[src/mcal_pkg.sv]
package mcal_pkg;
  // Channel count and indices
  localparam int NUM_CH = 7;
  localparam int CH_W = 3;
  localparam logic [2:0] CH_TEMP = 3'h0;
  localparam logic [2:0] CH_SUPPLY = 3'h1;
  localparam logic [2:0] CH_BIAS = 3'h2;
  localparam logic [2:0] CH_RX = 3'h3;
  localparam logic [2:0] CH_AUX1 = 3'h4;
  localparam logic [2:0] CH_AUX2 = 3'h5;
  localparam logic [2:0] CH_MD = 3'h6;

  // Result layout and weights
  localparam int RES_W = 16;
  localparam int SIG_BITS = 13;
  localparam int RX_BIAS_LSB_PV = 38147;
  localparam int SUPPLY_LSB_UV = 100;
  localparam int TEMP_FRAC_DIV = 256;
  localparam logic [15:0] RES_CEIL = 16'hFFF8;
  localparam logic [15:0] SIGNED_MAX = 16'h7FFF;
  localparam logic [15:0] SIGNED_MIN = 16'h8000;

  // Calibration arithmetic
  localparam int GAIN_FRAC = 15;
  localparam int OFFSET_SCALE = 2;
  localparam int SHIFT_W = 4;

  // Averaging
  localparam int ACC_W = 20;
  localparam logic [4:0] AVG_LEN = 5'h08;
  localparam logic [4:0] AVG_LEN_TEMP = 5'h10;
  localparam int AVG_SH = 3;
  localparam int AVG_SH_TEMP = 4;

  // Which channels have gain, right shift and alert
  localparam logic [6:0] GAIN_CH = 7'h7E;
  localparam logic [6:0] SHIFT_CH = 7'h7C;
  localparam logic [6:0] ALERT_CH = 7'h3F;

  // Auxiliary unit codes
  localparam logic [3:0] UNIT_UNUSED = 4'h0;
  localparam logic [3:0] UNIT_PD_BIAS = 4'h1;
  localparam logic [3:0] UNIT_COOLER_I = 4'h3;
  localparam logic [3:0] UNIT_LASER_TEMP = 4'h4;
  localparam logic [3:0] UNIT_SUP_V_FIRST = 4'h6;
  localparam logic [3:0] UNIT_SUP_V_LAST = 4'h9;
  localparam logic [3:0] UNIT_SUP_I_FIRST = 4'hA;
  localparam logic [3:0] UNIT_SUP_I_LO = 4'hD;
  localparam logic [3:0] UNIT_SUP_I_LAST = 4'hF;

  typedef enum logic [1:0] {
    MCAL_FMT_UNUSED = 2'h0,
    MCAL_FMT_UNSIGNED = 2'h1,
    MCAL_FMT_SIGNED = 2'h2
  } mcal_fmt_t;

  // Flag positions
  localparam int FLAG_W = 4;
  localparam int FL_LOW_ALARM = 0;
  localparam int FL_LOW_WARN = 1;
  localparam int FL_HIGH_WARN = 2;
  localparam int FL_HIGH_ALARM = 3;

  // Safety trip positions
  localparam int TRIP_W = 3;
  localparam int TR_MD_LOW = 0;
  localparam int TR_MD_HIGH = 1;
  localparam int TR_BIAS_HIGH = 2;
endpackage : mcal_pkg

[src/mcal_top.sv]
// Operation
// - Aux unit code 0,1,3,4 selects unused, bias, cooler current, temperature format.
// - Aux codes 6..9 are supply voltages in primary voltage format.
// - Aux codes A and D..F are supply currents, 0.1 mA steps.
// - Every channel result is compared with thresholds and sets warning or alarm flags.
// - Unmasked flags of alerting channels raise the host alert output.
// - Monitor diode or bias excursion trips safety fault, gate on, currents off.
// - Receive power and bias sense carry 38.147 nV per count when factory set.
// - Supply and aux voltage results are unsigned 16-bit, 100 uV per count.
// - Temperature is signed 16-bit, whole degrees high, 1/256 degree low.
// - Unsigned channels have gain and offset; temperature and signed aux have offset only.
// - Right shift exists for bias, receive, unsigned aux and monitor diode only.
// - Calibrated null gives zero, one step below full scale gives the FFF8h ceiling.
// - Results are 16 bits; full scale is 65536 counts.
// - Unsigned channel ceiling is FFF8h shifted right by the shift count where shift exists; signed results clip at 7FFFh.
// - Eight conversions averaged per result, sixteen for temperature, 13 bits.
// - Non-zero shift moves calibrated result right just before storing.
// - Flags latch on first excursion and clear when the host reads them.
`timescale 1ns/1ps
module mcal_top #(
  parameter int NUM_CH = mcal_pkg::NUM_CH
) (
  input wire logic i_mclk,
  input wire logic i_nrst,
  input wire logic i_conv_valid,
  input wire logic [2:0] i_conv_chan,
  input wire logic [15:0] i_conv_data,
  input wire logic [NUM_CH-1:0][15:0] i_gain,
  input wire logic [NUM_CH-1:0][15:0] i_offset,
  input wire logic [NUM_CH-1:0][3:0] i_shift,
  input wire logic [3:0] i_aux1_unit,
  input wire logic [3:0] i_aux2_unit,
  input wire logic [NUM_CH-1:0][15:0] i_thr_high_alarm,
  input wire logic [NUM_CH-1:0][15:0] i_thr_high_warn,
  input wire logic [NUM_CH-1:0][15:0] i_thr_low_warn,
  input wire logic [NUM_CH-1:0][15:0] i_thr_low_alarm,
  input wire logic [NUM_CH-1:0][3:0] i_flag_mask,
  input wire logic i_flag_read,
  input wire logic [2:0] i_flag_read_chan,
  input wire logic [15:0] i_trip_md_high,
  input wire logic [15:0] i_trip_md_low,
  input wire logic [15:0] i_trip_bias_high,
  input wire logic [2:0] i_trip_mask,
  input wire logic i_fault_clear,
  output logic [NUM_CH-1:0][15:0] o_result,
  output logic o_result_valid,
  output logic [2:0] o_result_chan,
  output logic [NUM_CH-1:0][3:0] o_flags,
  output logic o_alert,
  output logic [2:0] o_trip_flags,
  output logic o_laser_gate_output,
  output logic o_bias_current_output_en,
  output logic o_modulation_current_output_en,
  output logic [1:0] o_aux1_format,
  output logic [1:0] o_aux2_format
);

  function automatic mcal_pkg::mcal_fmt_t unit_fmt(input logic [3:0] code);
    if (code == mcal_pkg::UNIT_UNUSED) begin
      unit_fmt = mcal_pkg::MCAL_FMT_UNUSED;
    end else if (code == mcal_pkg::UNIT_LASER_TEMP) begin
      unit_fmt = mcal_pkg::MCAL_FMT_SIGNED;
    end else if ((code == mcal_pkg::UNIT_PD_BIAS) || (code == mcal_pkg::UNIT_COOLER_I)) begin
      unit_fmt = mcal_pkg::MCAL_FMT_UNSIGNED;
    end else if ((code >= mcal_pkg::UNIT_SUP_V_FIRST) &&
                 (code <= mcal_pkg::UNIT_SUP_V_LAST)) begin
      unit_fmt = mcal_pkg::MCAL_FMT_UNSIGNED;
    end else if ((code == mcal_pkg::UNIT_SUP_I_FIRST) ||
                 (code >= mcal_pkg::UNIT_SUP_I_LO)) begin
      unit_fmt = mcal_pkg::MCAL_FMT_UNSIGNED;
    end else begin
      // Reserved codes read unsigned
      unit_fmt = mcal_pkg::MCAL_FMT_UNSIGNED;
    end
  endfunction : unit_fmt

  // Per-channel result format
  function automatic mcal_pkg::mcal_fmt_t chan_fmt(input logic [2:0] ch,
                                                   input logic [3:0] u1,
                                                   input logic [3:0] u2);
    case (ch)
      mcal_pkg::CH_TEMP: chan_fmt = mcal_pkg::MCAL_FMT_SIGNED;
      mcal_pkg::CH_AUX1: chan_fmt = unit_fmt(u1);
      mcal_pkg::CH_AUX2: chan_fmt = unit_fmt(u2);
      default: chan_fmt = mcal_pkg::MCAL_FMT_UNSIGNED;
    endcase
  endfunction : chan_fmt

  // Threshold compare, signed or unsigned
  function automatic logic above(input logic [15:0] a, input logic [15:0] b,
                                 input logic sgn);
    above = sgn ? (signed'(a) > signed'(b)) : (a > b);
  endfunction : above

  logic [NUM_CH-1:0][mcal_pkg::ACC_W-1:0] acc;
  logic [NUM_CH-1:0][mcal_pkg::ACC_W-1:0] next_acc;
  logic [NUM_CH-1:0][4:0] cnt;
  logic [NUM_CH-1:0][4:0] next_cnt;
  logic avg_valid;
  logic next_avg_valid;
  logic [2:0] avg_chan;
  logic [2:0] next_avg_chan;
  logic [15:0] avg;
  logic [15:0] next_avg;
  logic [NUM_CH-1:0][15:0] next_result;
  logic next_result_valid;
  logic [2:0] next_result_chan;
  logic [NUM_CH-1:0][3:0] next_flags;
  logic [2:0] next_trip_flags;
  logic fault;
  logic next_fault;
  logic [15:0] cal_out;
  logic avg_signed;
  logic next_alert;

  mcal_pkg::mcal_fmt_t conv_fmt;
  mcal_pkg::mcal_fmt_t res_fmt;

  assign conv_fmt = chan_fmt(i_conv_chan, i_aux1_unit, i_aux2_unit);
  assign res_fmt = chan_fmt(o_result_chan, i_aux1_unit, i_aux2_unit);
  assign avg_signed = (chan_fmt(avg_chan, i_aux1_unit, i_aux2_unit) == mcal_pkg::MCAL_FMT_SIGNED);
  assign o_aux1_format = unit_fmt(i_aux1_unit);
  assign o_aux2_format = unit_fmt(i_aux2_unit);

  // Averaging of raw conversions
  always_comb begin
    logic [mcal_pkg::ACC_W-1:0] ext;
    logic [mcal_pkg::ACC_W-1:0] tot;
    logic [4:0] len;
    ext = '0;
    tot = '0;
    len = mcal_pkg::AVG_LEN;
    next_acc = acc;
    next_cnt = cnt;
    next_avg_valid = 1'b0;
    next_avg_chan = avg_chan;
    next_avg = avg;
    if (i_conv_valid && (32'(i_conv_chan) < NUM_CH) &&
        (conv_fmt != mcal_pkg::MCAL_FMT_UNUSED)) begin
      if (conv_fmt == mcal_pkg::MCAL_FMT_SIGNED) begin
        ext = {{(mcal_pkg::ACC_W-16){i_conv_data[15]}}, i_conv_data};
      end else begin
        ext = {{(mcal_pkg::ACC_W-16){1'b0}}, i_conv_data};
      end
      // Per-channel running sum
      tot = acc[i_conv_chan] + ext;
      if (i_conv_chan == mcal_pkg::CH_TEMP) begin
        len = mcal_pkg::AVG_LEN_TEMP;
      end
      if (cnt[i_conv_chan] == len - 5'h01) begin
        next_acc[i_conv_chan] = '0;
        next_cnt[i_conv_chan] = 5'h00;
        next_avg_valid = 1'b1;
        next_avg_chan = i_conv_chan;
        if (i_conv_chan == mcal_pkg::CH_TEMP) begin
          next_avg = tot[mcal_pkg::AVG_SH_TEMP +: 16];
        end else begin
          next_avg = tot[mcal_pkg::AVG_SH +: 16];
        end
      end else begin
        next_acc[i_conv_chan] = tot;
        next_cnt[i_conv_chan] = cnt[i_conv_chan] + 5'h01;
      end
    end
  end

  always_ff @(posedge i_mclk or negedge i_nrst) begin
    if (!i_nrst) begin
      acc <= '0;
      cnt <= '0;
      avg_valid <= 1'b0;
      avg_chan <= 3'h0;
      avg <= 16'h0000;
    end else begin
      acc <= next_acc;
      cnt <= next_cnt;
      avg_valid <= next_avg_valid;
      avg_chan <= next_avg_chan;
      avg <= next_avg;
    end
  end

  mcal_calib u_calib (
    .i_avg(avg),
    .i_gain(i_gain[avg_chan]),
    .i_offset(i_offset[avg_chan]),
    .i_shift(i_shift[avg_chan]),
    .i_gain_en(mcal_pkg::GAIN_CH[avg_chan]),
    .i_shift_en(mcal_pkg::SHIFT_CH[avg_chan]),
    .i_signed(avg_signed),
    .o_result(cal_out)
  );

  always_comb begin
    // Hold results between stores
    next_result = o_result;
    next_result_valid = avg_valid;
    next_result_chan = o_result_chan;
    if (avg_valid) begin
      next_result[avg_chan] = cal_out;
      next_result_chan = avg_chan;
    end
  end

  always_ff @(posedge i_mclk or negedge i_nrst) begin
    if (!i_nrst) begin
      o_result <= '0;
      o_result_valid <= 1'b0;
      o_result_chan <= 3'h0;
    end else begin
      o_result <= next_result;
      o_result_valid <= next_result_valid;
      o_result_chan <= next_result_chan;
    end
  end

  always_comb begin
    logic [15:0] r;
    logic sgn;
    logic [3:0] hit;
    r = o_result[o_result_chan];
    sgn = (res_fmt == mcal_pkg::MCAL_FMT_SIGNED);
    hit = '0;
    hit[mcal_pkg::FL_HIGH_ALARM] = above(r, i_thr_high_alarm[o_result_chan], sgn);
    hit[mcal_pkg::FL_HIGH_WARN] = above(r, i_thr_high_warn[o_result_chan], sgn);
    hit[mcal_pkg::FL_LOW_WARN] = above(i_thr_low_warn[o_result_chan], r, sgn);
    hit[mcal_pkg::FL_LOW_ALARM] = above(i_thr_low_alarm[o_result_chan], r, sgn);
    // Clear first so a set wins
    next_flags = o_flags;
    if (i_flag_read && (32'(i_flag_read_chan) < NUM_CH)) begin
      next_flags[i_flag_read_chan] = 4'h0;
    end
    if (o_result_valid) begin
      next_flags[o_result_chan] = next_flags[o_result_chan] |
                                  (hit & ~i_flag_mask[o_result_chan]);
    end
  end

  always_comb begin
    logic [2:0] trip;
    trip = '0;
    if (o_result_valid && (o_result_chan == mcal_pkg::CH_MD)) begin
      trip[mcal_pkg::TR_MD_HIGH] = o_result[mcal_pkg::CH_MD] > i_trip_md_high;
      trip[mcal_pkg::TR_MD_LOW] = o_result[mcal_pkg::CH_MD] < i_trip_md_low;
    end
    if (o_result_valid && (o_result_chan == mcal_pkg::CH_BIAS)) begin
      trip[mcal_pkg::TR_BIAS_HIGH] = o_result[mcal_pkg::CH_BIAS] > i_trip_bias_high;
    end
    trip = trip & ~i_trip_mask;
    next_trip_flags = i_fault_clear ? 3'h0 : o_trip_flags;
    next_trip_flags = next_trip_flags | trip;
    // Trip wins over clear
    next_fault = (fault && !i_fault_clear) || (trip != 3'h0);
  end

  always_ff @(posedge i_mclk or negedge i_nrst) begin
    if (!i_nrst) begin
      o_flags <= '0;
      o_alert <= 1'b0;
      o_trip_flags <= 3'h0;
      fault <= 1'b0;
    end else begin
      o_flags <= next_flags;
      o_alert <= next_alert;
      o_trip_flags <= next_trip_flags;
      fault <= next_fault;
    end
  end

  always_comb begin
    next_alert = 1'b0;
    for (int c = 0; c < NUM_CH; c++) begin
      if (mcal_pkg::ALERT_CH[c] && (next_flags[c] != 4'h0)) begin
        next_alert = 1'b1;
      end
    end
  end

  assign o_laser_gate_output = fault;
  assign o_bias_current_output_en = !fault;
  assign o_modulation_current_output_en = !fault;

endmodule : mcal_top

[src/mcal_calib.sv]
`timescale 1ns/1ps
module mcal_calib (
  input wire logic [15:0] i_avg,
  input wire logic [15:0] i_gain,
  input wire logic [15:0] i_offset,
  input wire logic [3:0] i_shift,
  input wire logic i_gain_en,
  input wire logic i_shift_en,
  input wire logic i_signed,
  output logic [15:0] o_result
);
  logic [31:0] prod;
  logic [16:0] scaled;
  logic signed [18:0] base;
  logic signed [18:0] offs;
  logic signed [18:0] sum;
  logic [15:0] sat;
  logic [3:0] sh;

  always_comb begin
    prod = 32'(i_avg) * 32'(i_gain);
    // Gain first
    scaled = i_gain_en ? prod[31:mcal_pkg::GAIN_FRAC] : {1'b0, i_avg};
    base = i_signed ? 19'(signed'(i_avg)) : signed'({2'h0, scaled});
    // Offset added in steps of four counts
    offs = signed'({i_offset[15], i_offset, 2'h0});
    sum = base + offs;
    sh = i_shift_en ? i_shift : 4'h0;
    if (i_signed) begin
      if (sum > 19'(signed'(mcal_pkg::SIGNED_MAX))) begin
        sat = mcal_pkg::SIGNED_MAX;
      end else if (sum < 19'(signed'(mcal_pkg::SIGNED_MIN))) begin
        sat = mcal_pkg::SIGNED_MIN;
      end else begin
        sat = sum[15:0];
      end
    end else if (sum < 19'sh0) begin
      sat = 16'h0000;
    end else if (sum > signed'({3'h0, mcal_pkg::RES_CEIL})) begin
      sat = mcal_pkg::RES_CEIL;
    end else begin
      sat = sum[15:0];
    end
    // Shift last, ceiling follows
    o_result = i_signed ? sat : (sat >> sh);
  end
endmodule : mcal_calib

[config.mk]
export PLATFORM = sky130hd
export DESIGN_NAME = mcal_top
export DESIGN_NICKNAME = d
export VERILOG_FILES = /design/src/mcal_pkg.sv /design/src/mcal_top.sv /design/src/mcal_calib.sv
export SDC_FILE = /design/constraint.sdc
export NUM_CORES = 2
export LEC_CHECK = 0
export ABC_AREA = 1
export BUFFER_PORTS_ARGS = -buffer_cell sky130_fd_sc_hd__buf_2
export CAP_MARGIN = 40
export CORE_AREA = 4 4 379 381
export CTS_CLUSTER_SIZE = 30
export DETAILED_ROUTE_END_ITERATION = 7
export DIE_AREA = 0 0 383 385
export PLACE_DENSITY = 0.42
export SETUP_SLACK_MARGIN = 0.5
export SYNTH_ARGS = -nofsm -noshare
export SYNTH_HDL_FRONTEND = slang
export SYNTH_SLANG_ARGS = --single-unit
[constraint.sdc]
create_clock -name i_mclk -period 9.2 [get_ports i_mclk]
set_input_delay 0.46 -clock i_mclk [delete_from_list [all_inputs] [get_ports i_mclk]]
set_output_delay 0.46 -clock i_mclk [all_outputs]
set_load 0.005 [all_outputs]
==> results <==
- The flow ran to the end, but the final reports show violations.
- The checks that failed: negative setup slack.
- Setup violations remaining at the end of the flow were counted as 112.
- After the first detailed-routing iteration, the DRC count stood at 2805.
- Once the floorplan was initialized, standard cells occupied 24.2% of the core.
- The register area share after synthesis is between 20% and 30%.
- After routing, the total negative slack on setup checks comes to -28.97 ns.
- In this run the clock root is driven by a sky130_fd_sc_hd__clkbuf_16.
- In the post-synthesis netlist, the biggest area contributors are sky130_fd_sc_hd__dfrtp_1, sky130_fd_sc_hd__nand2_1, sky130_fd_sc_hd__fa_1.
- The final critical path takes up 104% of the cycle.
- The routed design has 197000 um of wire.
- The flip-flop and latch area is about 8600 um2.
- The most used flip-flop cell after synthesis is sky130_fd_sc_hd__dfrtp_1.
- In this run the remaining antenna-violating nets after routing total 0.
- The tree built by TritonCTS fans out to 344 sinks.
- At the end of routability-driven placement, the weighted congestion stood at 0.930.
- Detailed routing inserted a total of 38500 vias.
- Using the TritonRoute via totals, the vias-per-cell ratio works out to 4.91.
- The reported max-cap violation count is 0.
- The standard cell with the maximum stage delay on the critical path is sky130_fd_sc_hd__fa_1.
- The wire length of the first global-routing pass is 277000 um.
- Counting I/O delays and the setup requirement, the final critical path takes 9.57 ns.
- Input and output buffers added on the ports amount to between 900 and 1000.
- The net count after synthesis is 5988.
- The fill cell total of the finished layout is 15500.
- For this run, asynchronously set or reset flops after synthesis account for 100%.
- For this run the aggregate overflow at the end of global routing stands at 0.
- The floorplan step defined a die boundary enclosing approximately 150000 um2.
- After detailed routing, the average wire length per cell comes to 25.2 um.
- Entering global routing, the biggest net connects 135 pins.
- The sort of element at the end of the critical path is a flip-flop.
- The start of the worst register-to-register path is avg_chan[0]$_DFFE_PN0P_.
- After clock tree synthesis, the clock-pin slew on the worst setup and hold paths is 0.06 ns.
- The worst setup skew after layout is 0.0521 ns.
- The clock reaches the later pin of the worst-skew pair after 0.62 ns.
- The highest clock frequency the design can meet is 104 MHz.
- The TritonCTS clock tree is built.
- For this design the top-level I/O count stands at 969.
- The smallest setup slack after layout is -0.372 ns.
- Yosys mapped the design onto 63 distinct sky130hd cell types.
- The count of unresolved DRC violations after routing is 0.
- Of all cell types, the one taking the most synthesized area is sky130_fd_sc_hd__dfrtp_1.
- The mean cell area of the mapped netlist is 7.20 um2.
- Setup repair after global routing could not meet its margin everywhere.
- The floorplan step set the die height to 385 um.
- The Yosys step of the flow raised 0 warnings.
- The worst pin sits at a relative slew slack of ~28%.
- The width of the die is roughly 380 um.
- The number of synthesized register bits is 344.
- The type of the worst setup path is flip-flop to flip-flop.
- The launch instance of the worst min-delay path is i_fault_clear.
- In this run the standard cell core region covers 141000 um2.
- Cells with a size suffix above 1 make up 29.5% of the layout.
- Counting every instance in the synthesized netlist gives 4729.
- The top cell types in the final layout, fill and taps aside, are sky130_fd_sc_hd__nand2_1, sky130_fd_sc_hd__buf_2, sky130_fd_sc_hd__inv_1.
- The clock buffer count from CTS is 44.
- The hold violation count in the final report is 0.
- The multi-input combinational cells in the finished layout cover a total of 23600 um2.
- The number of max-slew violations in the final report is 0.
- The via count of the first global-routing pass came to ~38000.
- For the pin with the worst max-slew slack, the measured transition is around 1.1 ns.
- The number of antenna violations at the first check in global routing is 22.
- The H-tree was split into 2 levels.
- The number of buffers and inverters on the critical path is 10.
- Of all nets on the critical path, the largest fanout is 17.
- STA puts the critical path data required time at 9.67 ns.
- The count of nets after finishing is 7143.
- The leading cell type in the layout, fill and taps excluded is sky130_fd_sc_hd__nand2_1.
- Counting flops with a built-in enable in the synthesized netlist gives 0.
- The start point of the critical path is avg_chan[0]$_DFFE_PN0P_.
- Global routing used between 20% and 30% of the available tracks across all layers.
- The worst hold path belongs to the class input pin to flip-flop.
- Summing every instance area after synthesis gives between 30000 and 40000 um2.
- The first detailed-routing pass ran for 8 iterations.
- In this design, the largest share of critical-path delay is due to adder cells.
- The maximum count of clock buffers along a single path is 3.
- The arrival time reported for the critical path endpoint is 10.04 ns.
- Compared with the post-synthesis result, the final layout area differs by 36.3%.
- The largest single stage delay on the critical path is 0.56 ns.
- The fraction of synthesized cell area taken by the top area cell type is 25.3%.
- STA classifies the critical path startpoint as a flip-flop.
- The number of placement rows is 138.
- The post-DP HPWL is 158000 um.
==> cell type report <==
type                       instances  share of cell area (%)
clock inverter                    17                   0.523
sequential                       344                    18.6
multi-input combinational       3583                    50.9
clock buffer                      64                    2.64
tap                             1890                    5.09
antenna                           17                  0.0917
inverter                         561                    4.56
timing repair inverter             1                 0.00809
timing repair buffer            1349                    17.6
==> path summary, 6_finish.rpt <==
check | end | slack [ns] | cells past startpoint
max | o_result[36]$_DFFE_PN0P_ | -0.37 | 51
min | o_laser_gate_output$_DFF_PN0_ | 0.18 | 2
max reg2reg | o_result[36]$_DFFE_PN0P_ | -0.37 | 51
min reg2reg | acc[67]$_DFFE_PN0P_ | 0.48 | 2
max in group asynchronous | acc[80]$_DFFE_PN0P_ | 7.28 | 3
min in group asynchronous | o_trip_flags[2]$_DFF_PN0_ | 0.42 | 2
==> stage by stage <==
| stage | instance area [um2] | std cells | setup WS (ns) | hold slack, ns | util (%) |
|---|---|---|---|---|---|
| finish | 46400 | 7826 | -0.372 | 0.180 | 33.0 |
| global route | 46400 | 7820 | -0.888 | 0.169 | 33.0 |
| CTS | 45800 | 7798 | -0.268 | 0.128 | 32.6 |
| detailed placement | 43300 | 7668 | -0.653 | 0.468 | 30.8 |
| global placement | 43200 | 7658 | -0.581 | 0.461 | 30.7 |
| floorplan | 34400 | 4729 | 0.374 | 0.164 | - |
==> Yosys cell counts (38+ instances only) <==
cell                          n
sky130_fd_sc_hd__a32oi_1     58
sky130_fd_sc_hd__a21oi_1    323
sky130_fd_sc_hd__o21ai_0    357
sky130_fd_sc_hd__nor2_1     409
sky130_fd_sc_hd__fa_1       195
sky130_fd_sc_hd__nand2_1   1255
sky130_fd_sc_hd__nand3_1    185
sky130_fd_sc_hd__inv_1      536
sky130_fd_sc_hd__dfrtp_1    344
sky130_fd_sc_hd__clkbuf_1   188
sky130_fd_sc_hd__a31oi_1     47
sky130_fd_sc_hd__ha_1       250
sky130_fd_sc_hd__a221oi_1    49
sky130_fd_sc_hd__a22oi_1     53
sky130_fd_sc_hd__nand4_1     38
==> flip-flops by register name, summed over array words and instances (netlist names) <==
| name | flops |
|---|---|
| acc | 140 |
| avg | 16 |
| avg_chan | 3 |
| avg_valid | 1 |
| cnt | 35 |
| o_alert | 1 |
| o_flags | 28 |
| o_laser_gate_output | 1 |
| o_result | 112 |
| o_result_chan | 3 |
| o_result_valid | 1 |
| o_trip_flags | 3 |
==> per-layer routing <==
| layer | track usage (%) | vias to the layer above | routed length, um |
|---|---|---|---|
| met4 | 10.9 | 10 | 9820 |
| met3 | 6.19 | 300 | 14600 |
| met5 | 0.463 | - | 150 |
| met2 | 42.2 | 1297 | 91400 |
| met1 | 32.3 | 18800 | 81500 |
| li1 | - | 18100 | - |
==> logic make-up after synthesis <==
logic type | share of synthesized area (%)
and+or+nand+nor | 23.9
AOI/OAI and AO/OA | 19.8
buffers and inverters | 9.04
adders and majority gates | 20.6
DFF | 25.3
xor gates and xnor gates | 1.23
muxes | 0.151
==> repair_timing <==
| action | 4_1_cts | 5_1_grt |
|---|---|---|
| pin swaps | 67 | 69 |
| setup buffers | 45 | 10 |
| hold buffers | 1 | 0 |
| hold endpoints to repair | 81 | 0 |
| gates cloned | 3 | 1 |
| setup endpoints to repair | 112 | 112 |
| resized for setup | 163 | 123 |
Power is not shown: default switching activity piles up to over one toggle a cycle in this logic, so the estimate is an artifact.
